==> config.mk <==
export PLATFORM = sky130hd
export DESIGN_NAME = rsc_regs
export DESIGN_NICKNAME = d
export VERILOG_FILES = /design/src/core/rsc_pkg.sv /design/src/core/rsc_sync.sv /design/src/core/rsc_regs.sv
export SDC_FILE = /design/constraint.sdc
export NUM_CORES = 1
export LEC_CHECK = 0
export ABC_AREA = 0
export BUFFER_PORTS_ARGS = -buffer_cell sky130_fd_sc_hd__buf_2
export CORE_MARGIN = 2
export CORE_UTILIZATION = 45
export CTS_CLUSTER_SIZE = 10
export DETAILED_ROUTE_END_ITERATION = 7
export PLACE_DENSITY_LB_ADDON = 0.08
export SLEW_MARGIN = 20
export SYNTH_ARGS = -nofsm -noshare
export SYNTH_HDL_FRONTEND = slang
export SYNTH_SLANG_ARGS = --single-unit
==> constraint.sdc <==
create_clock -name mclk -period 6.6 [get_ports mclk]
set_input_delay 0.66 -clock mclk [delete_from_list [all_inputs] [get_ports mclk]]
set_output_delay 0.66 -clock mclk [all_outputs]
set_load 0.01 [all_outputs]
==> src/core/rsc_pkg.sv <==
package rsc_pkg;

    // timing
    localparam int unsigned CLK_MHZ = 100;
    localparam int unsigned RESTART_WAIT_US = 400;
    localparam int unsigned RESTART_WAIT_CYC = RESTART_WAIT_US * CLK_MHZ;

    // register offsets
    localparam logic [7:0] OFS_SETPOINT = 8'h00;
    localparam logic [7:0] OFS_CFG_A = 8'h01;
    localparam logic [7:0] OFS_CFG_B = 8'h02;
    localparam logic [7:0] OFS_CFG_C = 8'h03;
    localparam logic [7:0] OFS_FLAGS = 8'h04;

    // config_reg_a field positions
    localparam int unsigned CFGA_RESET_BIT = 7;
    localparam int unsigned CFGA_SPREAD_BIT = 6;
    localparam int unsigned CFGA_SWITCHING_ENABLE_BIT_BIT = 5;
    localparam int unsigned CFGA_FORCE_BIT = 4;
    localparam int unsigned CFGA_DRAIN_BIT = 3;
    localparam int unsigned CFGA_RETRY_BIT = 2;
    localparam int unsigned CFGA_SLEW_LSB = 0;
    // config_reg_b range field position
    localparam int unsigned CFGB_RANGE_LSB = 2;

    // reset values; spread default differs by variant
    localparam logic SPREAD_DEFAULT = 1'b0;
    localparam logic [6:0] CFGA_RESET = {SPREAD_DEFAULT, 6'h28};
    localparam logic [7:0] CFGB_RESET = 8'h0a;
    localparam logic [7:0] CFGC_RESET = 8'h00;
    localparam logic [7:0] FLAGS_RESET = 8'h00;

    // setpoint defaults selected by the startup pin level
    localparam logic [7:0] STARTUP_CODE_0 = 8'h50;
    localparam logic [7:0] STARTUP_CODE_1 = 8'h64;
    localparam logic [7:0] STARTUP_CODE_2 = 8'h78;
    localparam logic [7:0] STARTUP_CODE_3 = 8'ha0;

    // voltage arithmetic in microvolts
    localparam logic [20:0] BASE_UV = 21'd400000;
    localparam logic [20:0] STEP_UV_R1 = 21'd1250;
    localparam logic [20:0] STEP_UV_R2 = 21'd2500;
    localparam logic [20:0] STEP_UV_R3 = 21'd5000;

    // slew rates in uV/us for codes 00..11
    localparam int unsigned RATE_UV_US_0 = 10000;
    localparam int unsigned RATE_UV_US_1 = 5000;
    localparam int unsigned RATE_UV_US_2 = 1250;
    localparam int unsigned RATE_UV_US_3 = 500;
    // cycles per code in the finest range; coarser ranges shift left
    localparam logic [11:0] RAMP_CYC_0 = 12'(1250 * CLK_MHZ / RATE_UV_US_0);
    localparam logic [11:0] RAMP_CYC_1 = 12'(1250 * CLK_MHZ / RATE_UV_US_1);
    localparam logic [11:0] RAMP_CYC_2 = 12'(1250 * CLK_MHZ / RATE_UV_US_2);
    localparam logic [11:0] RAMP_CYC_3 = 12'(1250 * CLK_MHZ / RATE_UV_US_3);

    // serial target address, arbitrary value
    localparam logic [6:0] TARGET_ADDR = 7'h42;

    typedef enum logic [3:0] {
        I_IDLE  = 4'h0,
        I_ADDR  = 4'h1,
        I_ACK_A = 4'h2,
        I_REG   = 4'h3,
        I_ACK_R = 4'h4,
        I_WDATA = 4'h5,
        I_ACK_W = 4'h6,
        I_RDATA = 4'h7,
        I_RACK  = 4'h8
    } rsc_i2c_e;

    typedef struct packed {
        logic [1:0] startup_sel;
        logic mode_sync;
        logic supply_ok;
        logic scl;
        logic sda;
        logic [5:0] events;
    } rsc_pins_t;

    typedef struct packed {
        rsc_i2c_e ist;
        logic [3:0] bcnt;
        logic [7:0] sh;
        logic rw;
        logic nack;
        logic [7:0] ptr;
        logic sda_drv;
        logic scl_p;
        logic sda_p;
        logic run;
        logic [15:0] wait_cnt;
        logic [7:0] target;
        logic [7:0] eff;
        logic [11:0] rcnt;
        logic [6:0] cfg_a;
        logic [7:0] cfg_b;
        logic [7:0] cfg_c;
        logic [7:0] flags;
        logic [20:0] uv;
        logic pwm;
    } rsc_state_t;

    localparam rsc_state_t STATE_RESET = '{
        ist: I_IDLE,
        cfg_a: CFGA_RESET,
        cfg_b: CFGB_RESET,
        cfg_c: CFGC_RESET,
        flags: FLAGS_RESET,
        default: '0
    };

endpackage

==> src/core/rsc_sync.sv <==
`timescale 1ns/1ns
module rsc_sync #(
    parameter int unsigned WIDTH = 1
) (
    input wire logic mclk, // system clock
    input wire logic sys_rst, // async reset, high
    input wire logic [WIDTH-1:0] din, // asynchronous levels
    output logic [WIDTH-1:0] dout // synchronised levels
);
    typedef struct packed {
        logic [WIDTH-1:0] s1;
        logic [WIDTH-1:0] s2;
    } rsc_sync_st_t;

    rsc_sync_st_t q;
    rsc_sync_st_t d;

    always_comb begin
        d.s1 = din;
        d.s2 = q.s1;
    end

    always_ff @(posedge mclk or posedge sys_rst) begin
        if (sys_rst) begin
            q <= '0;
        end else begin
            q <= d;
        end
    end

    assign dout = q.s2;
endmodule

==> src/core/rsc_regs.sv <==
`timescale 1ns/1ns
// Overview of operation
// - all registers return to defaults while supply is below about 1.4V.
// - writing reset bit restarts device, resamples pins, restores defaults; reads as 0.
// - startup setpoint and its reset value come from startup pin sampled at power-up.
// - new setpoint is approached at the selected slew rate, not stepped.
// - target voltage is 0.4V plus code times range step 1.25, 2.5 or 5 mV.
// - bit 6 enables spread-spectrum switching; default depends on variant.
// - bit 5 enables switching, resets to 1; clearing stops switching, keeps registers.
// - bit 4 forces PWM, ORed with the mode/sync pin.
// - bit 3 enables output discharge, resets to 1.
// - bit 2 enables hiccup fault handling, resets to 0; not for stacked use.
// - bits 1-0 pick slew 10, 5, 1.25 or 0.5 mV/us, reset 00b.
// - range field 00b 1.25mV, 01b 2.5mV, 10b/11b 5mV steps.
// - a written value takes effect at the falling edge ending its acknowledge.
// - reads of undefined addresses return zero.
module rsc_regs #(
    parameter int unsigned RESTART_CYC = rsc_pkg::RESTART_WAIT_CYC
) (
    input wire logic mclk, // system clock, 100 MHz
    input wire logic sys_rst, // async reset, active high
    input wire logic scl_i, // serial clock pin
    input wire logic sda_i, // serial data pin level
    output logic sda_o, // serial data drive value, always low
    output logic sda_oe, // serial data pull-low enable
    input wire logic [1:0] startup_select_pin, // startup voltage select level
    input wire logic mode_sync_pin, // mode/sync pin
    input wire logic supply_ok, // supply above retention level
    input wire logic [5:0] event_in, // hiccup, ilim, twarn, tshut, pbuv, pbov
    output logic [7:0] setpoint_code, // effective (ramped) code
    output logic [20:0] vout_target_uv, // effective target in uV
    output logic [1:0] range_select, // active range field
    output logic spread_clock_enable, // spread spectrum on
    output logic switching_active, // converter allowed to switch
    output logic fixed_freq_force, // forced PWM operation
    output logic output_drain_enable, // active discharge on
    output logic fault_retry_enable, // hiccup mode on
    output logic setpoint_slewing, // ramp in progress
    output logic restart_busy // startup wait, writes ignored
);
    rsc_pkg::rsc_state_t q;
    rsc_pkg::rsc_state_t d;
    rsc_pkg::rsc_pins_t pin;
    logic scl;
    logic sda;
    logic rise;
    logic fall;
    logic start;
    logic stop;
    logic flag_clr;
    logic soft_rst;
    logic [11:0] interval;
    logic [20:0] step_uv;
    logic [1:0] rng;

    // every pin is foreign to mclk
    rsc_sync #(
        .WIDTH($bits(rsc_pkg::rsc_pins_t))
    ) u_sync (
        .mclk(mclk),
        .sys_rst(sys_rst),
        .din({startup_select_pin, mode_sync_pin, supply_ok, scl_i, sda_i, event_in}),
        .dout(pin)
    );

    function automatic logic [7:0] read_reg(input logic [7:0] a, input rsc_pkg::rsc_state_t s);
        logic [7:0] r;
        case (a)
            rsc_pkg::OFS_SETPOINT: r = s.target;
            rsc_pkg::OFS_CFG_A: r = {1'b0, s.cfg_a};
            rsc_pkg::OFS_CFG_B: r = s.cfg_b;
            rsc_pkg::OFS_CFG_C: r = s.cfg_c;
            rsc_pkg::OFS_FLAGS: r = s.flags;
            default: r = 8'h00;
        endcase
        return r;
    endfunction

    function automatic logic [7:0] startup_code(input logic [1:0] sel);
        logic [7:0] c;
        case (sel)
            2'h0: c = rsc_pkg::STARTUP_CODE_0;
            2'h1: c = rsc_pkg::STARTUP_CODE_1;
            2'h2: c = rsc_pkg::STARTUP_CODE_2;
            default: c = rsc_pkg::STARTUP_CODE_3;
        endcase
        return c;
    endfunction

    always_comb begin
        d = q;
        flag_clr = 1'b0;
        soft_rst = 1'b0;
        scl = pin.scl;
        sda = pin.sda;
        rise = scl & ~q.scl_p;
        fall = ~scl & q.scl_p;
        start = scl & q.scl_p & q.sda_p & ~sda;
        stop = scl & q.scl_p & ~q.sda_p & sda;
        d.scl_p = scl;
        d.sda_p = sda;
        rng = q.cfg_b[rsc_pkg::CFGB_RANGE_LSB +: 2];

        // serial target
        if (stop) begin
            d.ist = rsc_pkg::I_IDLE;
            d.sda_drv = 1'b0;
        end else if (start) begin
            d.ist = rsc_pkg::I_ADDR;
            d.bcnt = 4'h0;
            d.sda_drv = 1'b0;
        end else begin
            case (q.ist)
                rsc_pkg::I_ADDR, rsc_pkg::I_REG, rsc_pkg::I_WDATA: begin
                    if (rise) begin
                        d.sh = {q.sh[6:0], sda};
                        d.bcnt = q.bcnt + 4'h1;
                    end else if (fall && q.bcnt == 4'h8) begin
                        d.bcnt = 4'h0;
                        d.sda_drv = 1'b1;
                        case (q.ist)
                            rsc_pkg::I_ADDR: begin
                                d.rw = q.sh[0];
                                if (q.sh[7:1] == rsc_pkg::TARGET_ADDR) begin
                                    d.ist = rsc_pkg::I_ACK_A;
                                end else begin
                                    d.sda_drv = 1'b0;
                                    d.ist = rsc_pkg::I_IDLE;
                                end
                            end
                            rsc_pkg::I_REG: begin
                                d.ptr = q.sh;
                                d.ist = rsc_pkg::I_ACK_R;
                            end
                            default: d.ist = rsc_pkg::I_ACK_W;
                        endcase
                    end
                end
                rsc_pkg::I_ACK_A, rsc_pkg::I_ACK_R, rsc_pkg::I_ACK_W, rsc_pkg::I_RACK: begin
                    if (rise && q.ist == rsc_pkg::I_RACK) begin
                        d.nack = sda;
                    end else if (fall) begin
                        d.sda_drv = 1'b0;
                        d.bcnt = 4'h0;
                        if ((q.ist == rsc_pkg::I_ACK_A && q.rw) || (q.ist == rsc_pkg::I_RACK && !q.nack)) begin
                            // load next read byte, pointer auto-increments
                            d.sh = read_reg(q.ptr, q);
                            d.sda_drv = ~d.sh[7];
                            d.ptr = q.ptr + 8'h01;
                            flag_clr = (q.ptr == rsc_pkg::OFS_FLAGS);
                            d.ist = rsc_pkg::I_RDATA;
                        end else if (q.ist == rsc_pkg::I_RACK) begin
                            d.ist = rsc_pkg::I_IDLE;
                        end else if (q.ist == rsc_pkg::I_ACK_A) begin
                            d.ist = rsc_pkg::I_REG;
                        end else begin
                            d.ist = rsc_pkg::I_WDATA;
                        end
                        if (q.ist == rsc_pkg::I_ACK_W) begin
                            d.ptr = q.ptr + 8'h01;
                            // writes land on the ack's falling edge; ignored during startup wait
                            if (q.run) begin
                                case (q.ptr)
                                    rsc_pkg::OFS_SETPOINT: d.target = q.sh;
                                    rsc_pkg::OFS_CFG_A: begin
                                        d.cfg_a = q.sh[6:0];
                                        soft_rst = q.sh[rsc_pkg::CFGA_RESET_BIT];
                                    end
                                    rsc_pkg::OFS_CFG_B: d.cfg_b = q.sh;
                                    rsc_pkg::OFS_CFG_C: d.cfg_c = q.sh;
                                    default: d.ptr = q.ptr + 8'h01;
                                endcase
                            end
                        end
                    end
                end
                rsc_pkg::I_RDATA: begin
                    if (rise) begin
                        d.bcnt = q.bcnt + 4'h1;
                    end else if (fall) begin
                        if (q.bcnt == 4'h8) begin
                            d.sda_drv = 1'b0;
                            d.ist = rsc_pkg::I_RACK;
                        end else begin
                            d.sh = {q.sh[6:0], 1'b0};
                            d.sda_drv = ~q.sh[6];
                        end
                    end
                end
                rsc_pkg::I_IDLE: d.sda_drv = 1'b0;
                default: begin
                    d.ist = rsc_pkg::I_IDLE;
                    d.sda_drv = 1'b0;
                end
            endcase
        end

        // sticky events, clear on read; a coincident event survives the clear
        d.flags = (flag_clr ? 8'h00 : q.flags) | {2'h0, pin.events};

        // startup wait, then pin sample sets the setpoint default
        if (!q.run) begin
            d.wait_cnt = q.wait_cnt + 16'h0001;
            if (q.wait_cnt >= 16'(RESTART_CYC - 1)) begin
                d.run = 1'b1;
                d.target = startup_code(pin.startup_sel);
                d.eff = startup_code(pin.startup_sel);
            end
        end

        // ramp one code per interval; coarser range means longer interval per code
        case (q.cfg_a[rsc_pkg::CFGA_SLEW_LSB +: 2])
            2'h0: interval = rsc_pkg::RAMP_CYC_0;
            2'h1: interval = rsc_pkg::RAMP_CYC_1;
            2'h2: interval = rsc_pkg::RAMP_CYC_2;
            default: interval = rsc_pkg::RAMP_CYC_3;
        endcase
        case (rng)
            2'h0: step_uv = rsc_pkg::STEP_UV_R1;
            2'h1: begin
                step_uv = rsc_pkg::STEP_UV_R2;
                interval = {interval[10:0], 1'b0};
            end
            default: begin
                step_uv = rsc_pkg::STEP_UV_R3;
                interval = {interval[9:0], 2'b00};
            end
        endcase
        if (q.run && q.eff != q.target) begin
            if (q.rcnt >= interval - 12'h001) begin
                d.rcnt = 12'h000;
                d.eff = (q.eff < q.target) ? q.eff + 8'h01 : q.eff - 8'h01;
            end else begin
                d.rcnt = q.rcnt + 12'h001;
            end
        end else begin
            d.rcnt = 12'h000;
        end
        d.uv = rsc_pkg::BASE_UV + 21'(q.eff) * step_uv;
        d.pwm = q.cfg_a[rsc_pkg::CFGA_FORCE_BIT] | pin.mode_sync;

        // software reset and supply loss both restore defaults and restart
        if (soft_rst || !pin.supply_ok) begin
            d = rsc_pkg::STATE_RESET;
            d.scl_p = scl;
            d.sda_p = sda;
        end
    end

    always_ff @(posedge mclk or posedge sys_rst) begin
        if (sys_rst) begin
            q <= rsc_pkg::STATE_RESET;
        end else begin
            q <= d;
        end
    end

    assign sda_o = 1'b0;
    assign sda_oe = q.sda_drv;
    assign setpoint_code = q.eff;
    assign vout_target_uv = q.uv;
    assign range_select = q.cfg_b[rsc_pkg::CFGB_RANGE_LSB +: 2];
    assign spread_clock_enable = q.cfg_a[rsc_pkg::CFGA_SPREAD_BIT];
    // clearing the enable stops switching only; registers stay
    assign switching_active = q.run & q.cfg_a[rsc_pkg::CFGA_SWITCHING_ENABLE_BIT_BIT];
    assign fixed_freq_force = q.pwm;
    assign output_drain_enable = q.cfg_a[rsc_pkg::CFGA_DRAIN_BIT];
    assign fault_retry_enable = q.cfg_a[rsc_pkg::CFGA_RETRY_BIT];
    assign setpoint_slewing = q.run & (q.eff != q.target);
    assign restart_busy = ~q.run;
endmodule

==> results of run 1 <==
cells by family (layout without fill, tap and decap cells):
family,after synthesis,count (layout)
other cells,2,4
fa+ha+maj,137,137
flops,148,148
xor+xnor,45,45
mux,45,45
compound gates,214,214
buf+inv,221,231
simple gates,336,336
worst max-delay path by stage:
stage / startpoint / endpoint / slack [ps] / depth (start not counted)
2_1_floorplan: range_select[1] / vout_target_uv[17] / 1480 / 17
3_3_place_gp: range_select[1] / vout_target_uv[20] / 1240 / 19
3_5_place_dp: range_select[1] / vout_target_uv[18] / 1190 / 17
4_1_cts: range_select[1] / vout_target_uv[20] / 1170 / 17
5_1_grt: range_select[1] / vout_target_uv[17] / 810 / 17
6_report: range_select[1] / vout_target_uv[20] / 1180 / 19
sequential cells by signal, indices dropped and copies added, names as in the netlist:
| name | flops |
|---|---|
| u_sync.dout | 12 |
| fault_retry_enable | 1 |
| vout_target_uv | 20 |
| setpoint_code | 8 |
| sda_oe | 1 |
| u_sync.d | 12 |
| range_select | 2 |
| spread_clock_enable | 1 |
| q | 89 |
| fixed_freq_force | 1 |
| output_drain_enable | 1 |
per-layer routing:
layer | routed length, um | track usage [%]
met5 | 0 | 0
met4 | 430 | 5.99
met3 | 972 | 3.66
met2 | 11800 | 33.5
met1 | 11800 | 29.2
stage by stage:
step | util [%] | power, mW | cells
2_1_floorplan | - | 1.04 | 1150
3_3_place_gp | 47.0 | 1.07 | 1447
3_5_place_dp | 47.0 | 1.07 | 1447
4_1_cts | 49.5 | 2.09 | 1479
5_1_grt | 49.5 | 2.15 | 1479
6_report | 49.5 | 2.06 | 1479
synthesized netlist by cell type, drive strengths merged, types with 4 or more instances:
library cell | number | area [um2]
dfrtp | 144 | 3600
inv | 143 | 537
nor2 | 109 | 409
ha | 83 | 1040
nand2 | 65 | 244
fa | 54 | 1080
o21ai | 53 | 265
buf | 48 | 319
a21oi | 46 | 230
nand3 | 33 | 165
mux2 | 31 | 349
clkbuf | 30 | 113
xor2 | 26 | 228
and2 | 23 | 144
nor3 | 21 | 116
xnor2 | 19 | 166
a211oi | 18 | 135
mux2i | 14 | 140
nor2b | 13 | 81.3
a22oi | 12 | 90.1
and3 | 11 | 68.8
or2 | 11 | 68.8
o21a | 10 | 75.1
a31oi | 9 | 71.3
nand4 | 9 | 56.3
o31ai | 9 | 72.6
or3 | 9 | 56.3
nand2b | 8 | 50.1
a21o | 6 | 45.0
a32oi | 6 | 52.6
nand3b | 5 | 37.5
o211ai | 5 | 37.5
o22ai | 5 | 31.3
or4 | 5 | 45.0
a211o | 4 | 35.0
dfstp | 4 | 105
nor4 | 4 | 31.3
area by class of cell:
class	count	area (um2)
Fill cell	2238	11900
Multi-Input combinational cell	781	6120
Sequential cell	148	3710
Inverter	143	542
Clock buffer	18	429
Tap cell	319	399
Timing Repair Buffer	56	293
Clock inverter	14	169
power breakdown:
group,total (mW),internal [mW],switching [mW]
combinational,0.103,0.0320,0.0708
sequential,0.951,0.928,0.0223
clock,1.01,0.571,0.436
==> reports/metrics.cfg, run 1 <==
[sta]
rsz0062_at_grt = false
finalSetupTns_ps = 0
fmax_mhz = 185
drv_slew = 0
finalHoldViolations = 0
setup_viol = 0
timing.final.ws_setup_ps = 1180
tightest_slew_ps = 902
finalCritPeriodShare_pct = 82.1
holdWs_ps = 331
min_period_ps = 5420
fin_worst_skew_ps = 14.1
max_slew_margin_pct = 39.9

[routing]
drtAntennaViolNets = 0
wirelength_um = 25100
wl_per_cell_um = 16.9
vias = 7974
drt_iter0_drc = 489
drc = 0
viasPerCell = 5.39
drt_first_pass_iters = 6

[global_route]
grt-ovfl-total = 0
grt_max_degree = 89
antenna_found_initial = 0
gr-usage-all-layers_pct = 20.9
grt_pass1_wl_um = 42500
grt_pass1_vias = 7998

[cells_and_area]
final_common_cell = dfrtp_1
final_cell_mix = dfrtp_1 (144), inv_1 (142), nor2_1 (109)
syn_to_final_growth_pct = 8.08
fin_nets = 1298
final_area_um2 = 11700
drive_gt1_share_pct = 12.2
antenna_cells = 0

[critical_path]
crit_path_max_fanout = 36
max_stage_delay_ps = 910
cp_slowest_cell = dfstp_2
end_kind = register
cp_data_required_time_ps = 6920
worstPathArrival_ps = 5740
crit_top_cell = inv_1
cp_top_family = adder cells
cp_cell_sequence = nand2b_1, nor2_1, inv_1, ha_1, ha_1, inv_1, fa_1, inv_1, fa_1, inv_1, fa_1, inv_1, ha_1, o21ai_0, o21ai_0, nand3_1, o21ai_0, o211ai_1, a41o_1
path_class = register to register
r2r_cells = 19
reg2reg_to = vout_target_uv[20]
startpoint_type = register
rrSetupSlack_ps = 1180
cp_num_buf_inv = 5
worstReg2RegStart = range_select[1]

[clocking]
cts_buffers = 17
clk_latency_ps = 430
post_cts_buffers = 0
cts_resized = 0
cts_root_buf = clkbuf_16
path_clk_slew_ps = 70
tritoncts = done
clock-sinks = 148
htreeDepth = 4
cts_max_path_buffers = 2
cts_hold_buffers = 0

[synthesis]
synth_simple_gate_area_share_pct = 15.4
synth-xor-area-share_pct = 3.65
synth.mux.area_fraction_pct = 4.53
synth_area_um2 = 10800
synth_ff_type = dfrtp_1
synth_top_family_by_area = adder cells
ys_seq_area_share_pct = 34.4
synth_edf_count = 0
ys_ff_latch = 148
syn_avg_cell_area_um2 = 9.40
synth-warning-count = 0
synth-adder-area-share_pct = 19.6
synth_compound_area_share_pct = 13.4
ys_async_sr_fraction_pct = 100
netlist_instances = 1148
synth_cell_type_count = 77

[place]
dp_hpwl_um = 18400
io_buffers = 51
gp_congestion = 0.872
dpl_cell_area_um2 = 11100
pre_cts_ws_ps = 1190

[worst_hold_path]
hold_depth = 1
hp-start = event_in[5]
hold_path_class = input pin to register
hold_end = u_sync.d[5]

[die]
floorplan.initialDensity_pct = 45.8
io_pins = 54
design.core.area_um2 = 23500
fp.dieH_um = 159
die_width_um = 159
dieArea_um2 = 25200
rows = 56

[power_and_ir_drop]
power_leakage_nw = 5.68
power.density_nw_per_um2 = 177
ir_drop_v = 0.000149

[status]
status = completed

[job]
drv_cap = 0

(Power assumes the default switching activity.)
==> inputs of run 2 (changes only) <==
--- a/config.mk
+++ b/config.mk
@@ -5,7 +5,7 @@
 export SDC_FILE = /design/constraint.sdc
 export NUM_CORES = 1
 export LEC_CHECK = 0
-export ABC_AREA = 0
+export ABC_AREA = 1
 export BUFFER_PORTS_ARGS = -buffer_cell sky130_fd_sc_hd__buf_2
 export CORE_MARGIN = 2
 export CORE_UTILIZATION = 45
==> constraint.sdc (replaced) <==
create_clock -name mclk -period 5.2 [get_ports mclk]
set_input_delay 0.52 -clock mclk [delete_from_list [all_inputs] [get_ports mclk]]
set_output_delay 0.52 -clock mclk [all_outputs]
set_load 0.01 [all_outputs]
==> run 2 against run 1 <==
Worst setup slack worse by 840 ps. Critical path type unchanged. Clock power is 31% higher. Global-route usage is 1.7 points higher. Largest cell class unchanged. Count of clock-buffer cells in the layout is 1 higher. Utilization is 0.29 points higher. Highest routed layer unchanged.
==> reports/metrics.cfg, run 2 <==
[status]
status = completed

[clocking]
cts_buffers = 17  ; unchanged
cts_root_buf = clkbuf_16
clock-sinks = 148  ; unchanged
clk_latency_ps = 430  ; about the same
htreeDepth = 4  ; unchanged
post_cts_buffers = 0  ; unchanged
cts_max_path_buffers = 2  ; unchanged
path_clk_slew_ps = 70  ; about the same
tritoncts = done

[routing]
drtAntennaViolNets = 0  ; unchanged
wl_per_cell_um = 15.8  ; -7.0%
drt_first_pass_iters = 5  ; -1
vias = 8725  ; +9.4%
wirelength_um = 27200  ; +8.7%
drc = 0  ; unchanged
drt_iter0_drc = 504  ; +3.1%
viasPerCell = 5.05  ; -6.3%

[synthesis]
ys_seq_area_share_pct = 33.8  ; -0.60 points
synth_top_area_share_pct = 32.8  ; -0.58 points
synth_cell_type_count = 50  ; -35%
synth_commonest_cells = nand2_1 (257), inv_1 (214), dfrtp_1 (144)
yosys.area.top_type = dfrtp_1
yosys-top-cells-area = dfrtp_1 (33%), fa_1 (9.8%), ha_1 (9.5%), nand2_1 (8.8%), inv_1 (7.3%)
synth_edf_count = 0  ; unchanged
ys_ff_latch = 148  ; unchanged
netlist_instances = 1360  ; +18%
ys_async_sr_fraction_pct = 100  ; unchanged
syn_avg_cell_area_um2 = 8.08  ; -14%
synth_area_um2 = 11000  ; +1.8%
synth-warning-count = 0  ; unchanged
yosysMostFrequentCell = nand2_1
synth_ff_type = dfrtp_1

[job]
drv_cap = 0  ; unchanged

[global_route]
grt_pass1_wl_um = 46000  ; +8.0%
grt_max_degree = 58  ; -35%
antenna_found_initial = 0  ; unchanged
grt-ovfl-total = 0  ; unchanged
gr-usage-all-layers_pct = 22.6  ; +1.7 points
grt_pass1_vias = 8886  ; +11%

[sta]
drv_slew = 0  ; unchanged
fin_worst_skew_ps = 11.2  ; -2.85 ps
finalCritPeriodShare_pct = 93.4  ; +11 points
finalHoldViolations = 0  ; unchanged
holdWs_ps = 142  ; -189 ps
tightest_slew_ps = 923  ; +21.6 ps
setup_viol = 0  ; unchanged
timing.final.ws_setup_ps = 346  ; -836 ps
fmax_mhz = 206  ; +12%
finalSetupTns_ps = 0  ; unchanged
rsz0062_at_grt = false
min_period_ps = 4850  ; -564 ps
max_slew_margin_pct = 38.3  ; -1.6 points

[die]
die_width_um = 160  ; +0.86%
floorplan.initialDensity_pct = 45.6  ; -0.28 points
design.core.area_um2 = 24100  ; +2.4%
dieArea_um2 = 25700  ; +1.7%
rows = 57  ; +1.8%
io_pins = 54  ; unchanged
fp.dieH_um = 160  ; +0.86%

[critical_path]
end_kind = register
startpoint_type = register
cp_data_required_time_ps = 5570  ; -1350 ps
cp_cell_sequence = clkinv_1, nand2_1, buf_4, nor2_1, fa_1, inv_1, fa_1, inv_1, fa_1, inv_1, fa_1, inv_1, ha_1, a21o_1, a21boi_0, nand3_1, nand2_1, a21oi_1, o21ai_0, nand2_1, nor2_1
path_class = register to register
r2r_cells = 21  ; +2
crit_path_max_fanout = 9  ; -75%
cp_num_buf_inv = 6  ; +1
worstReg2RegStart = range_select[1]
reg2reg_to = vout_target_uv[19]
cp_top_family = adder cells
rrSetupSlack_ps = 350  ; -840 ps
cp_slowest_cell = fa_1
max_stage_delay_ps = 580  ; -330 ps
worstPathArrival_ps = 5220  ; -520 ps

[power_and_ir_drop]
power.density_nw_per_um2 = 300  ; +70%
power_leakage_nw = 6.19  ; +9.0%
ir_drop_v = 0.000195  ; +31%

[place]
pre_cts_ws_ps = 221  ; -974 ps
dpl_cell_area_um2 = 11400  ; +3.0%
dpl.cell_count = 1696  ; +17%
dp_hpwl_um = 20700  ; +12%
gp_congestion = 0.886  ; +1.6%
io_buffers = 51  ; unchanged

[cells_and_area]
drive_gt1_share_pct = 11.5  ; -0.69 points
fill_cells = 2460  ; +9.9%
final_common_cell = nand2_1
fin_nets = 1542  ; +19%
antenna_cells = 0  ; unchanged
syn_to_final_growth_pct = 9.38
final_area_um2 = 12000  ; +3.0%
largest_register_ffs = 89  ; unchanged
stdcell_count = 1728  ; +17%
final_cell_mix = nand2_1 (257), inv_1 (213), dfrtp_1 (144)
top_register = q

[worst_hold_path]
hold_path_class = input pin to asynchronous set/reset pin

run 2: per-layer routing:
layer	global-route usage (%)	wire length, um	vias up
met3	3.14	980	36
met2	37.1	12900	169
met5	0	0	-
li1	-	-	4353
met1	31.3	12800	4167
met4	6.80	611	0
run 2: area by class of cell:
type / count / area (um2) / share of cell area (%)
clock buffer: 19 / 443 / 3.69
clock inverter: 13 / 173 / 1.44
inverter: 225 / 850 / 7.07
multi-input combinational: 931 / 6050 / 50.4
sequential: 148 / 3710 / 30.9
tap: 324 / 405 / 3.37
timing repair buffer: 68 / 383 / 3.19
run 2: cell families after synthesis:
kind of cell	count (synthesis)	share of synthesized area [%]
AND/OR/NAND/NOR	546	21.9
buffers and inverters	283	11.2
AO/OA/AOI/OAI	209	10.9
flip-flops	148	33.8
adder cells (fa/ha/maj)	137	19.3
XOR/XNOR	35	2.79
other	2	0.0684
run 2: through the flow:
stage | utilization (%) | power [mW]
floorplan | - | 2.02
finish | 49.8 | 3.61
global route | 49.8 | 3.81
CTS | 49.8 | 3.63
global placement | 47.3 | 2.30
detailed placement | 47.3 | 2.30
run 2: how the worst max path moves through the flow:
stage / start / endpoint / depth (start not counted)
after global placement: range_select[1] / vout_target_uv[14] / 21
after CTS: range_select[1] / vout_target_uv[14] / 21
after global routing: range_select[1] / vout_target_uv[14] / 21
after floorplan: range_select[0] / vout_target_uv[16] / 20
after detailed placement: range_select[1] / vout_target_uv[14] / 21
final: range_select[1] / vout_target_uv[19] / 21
run 2: worst register-to-register path: stages, from the launching register on:
cell,delay (ps)
dfstp_2,550
clkinv_1,170
nand2_1,130
buf_4,180
nor2_1,80
fa_1,580
inv_1,70
fa_1,480
inv_1,60
fa_1,530
inv_1,60
fa_1,530
inv_1,50
ha_1,350
a21o_1,190
a21boi_0,160
nand3_1,160
nand2_1,90
a21oi_1,70
o21ai_0,150
nand2_1,70
nor2_1,90
run 2: power by group:
part,internal [mW],switching [mW]
clock network,0.778,0.542
logic,0.267,0.653
registers,1.26,0.110
total,2.30,1.30
run 2: timing repair:
| action | in CTS | in global routing |
|---|---|---|
| endpoints found under the setup margin | 0 | 4 |
| hold endpoints to repair | 0 | 0 |
| hold buffers | 0 | 0 |
| resized for setup | 0 | 3 |
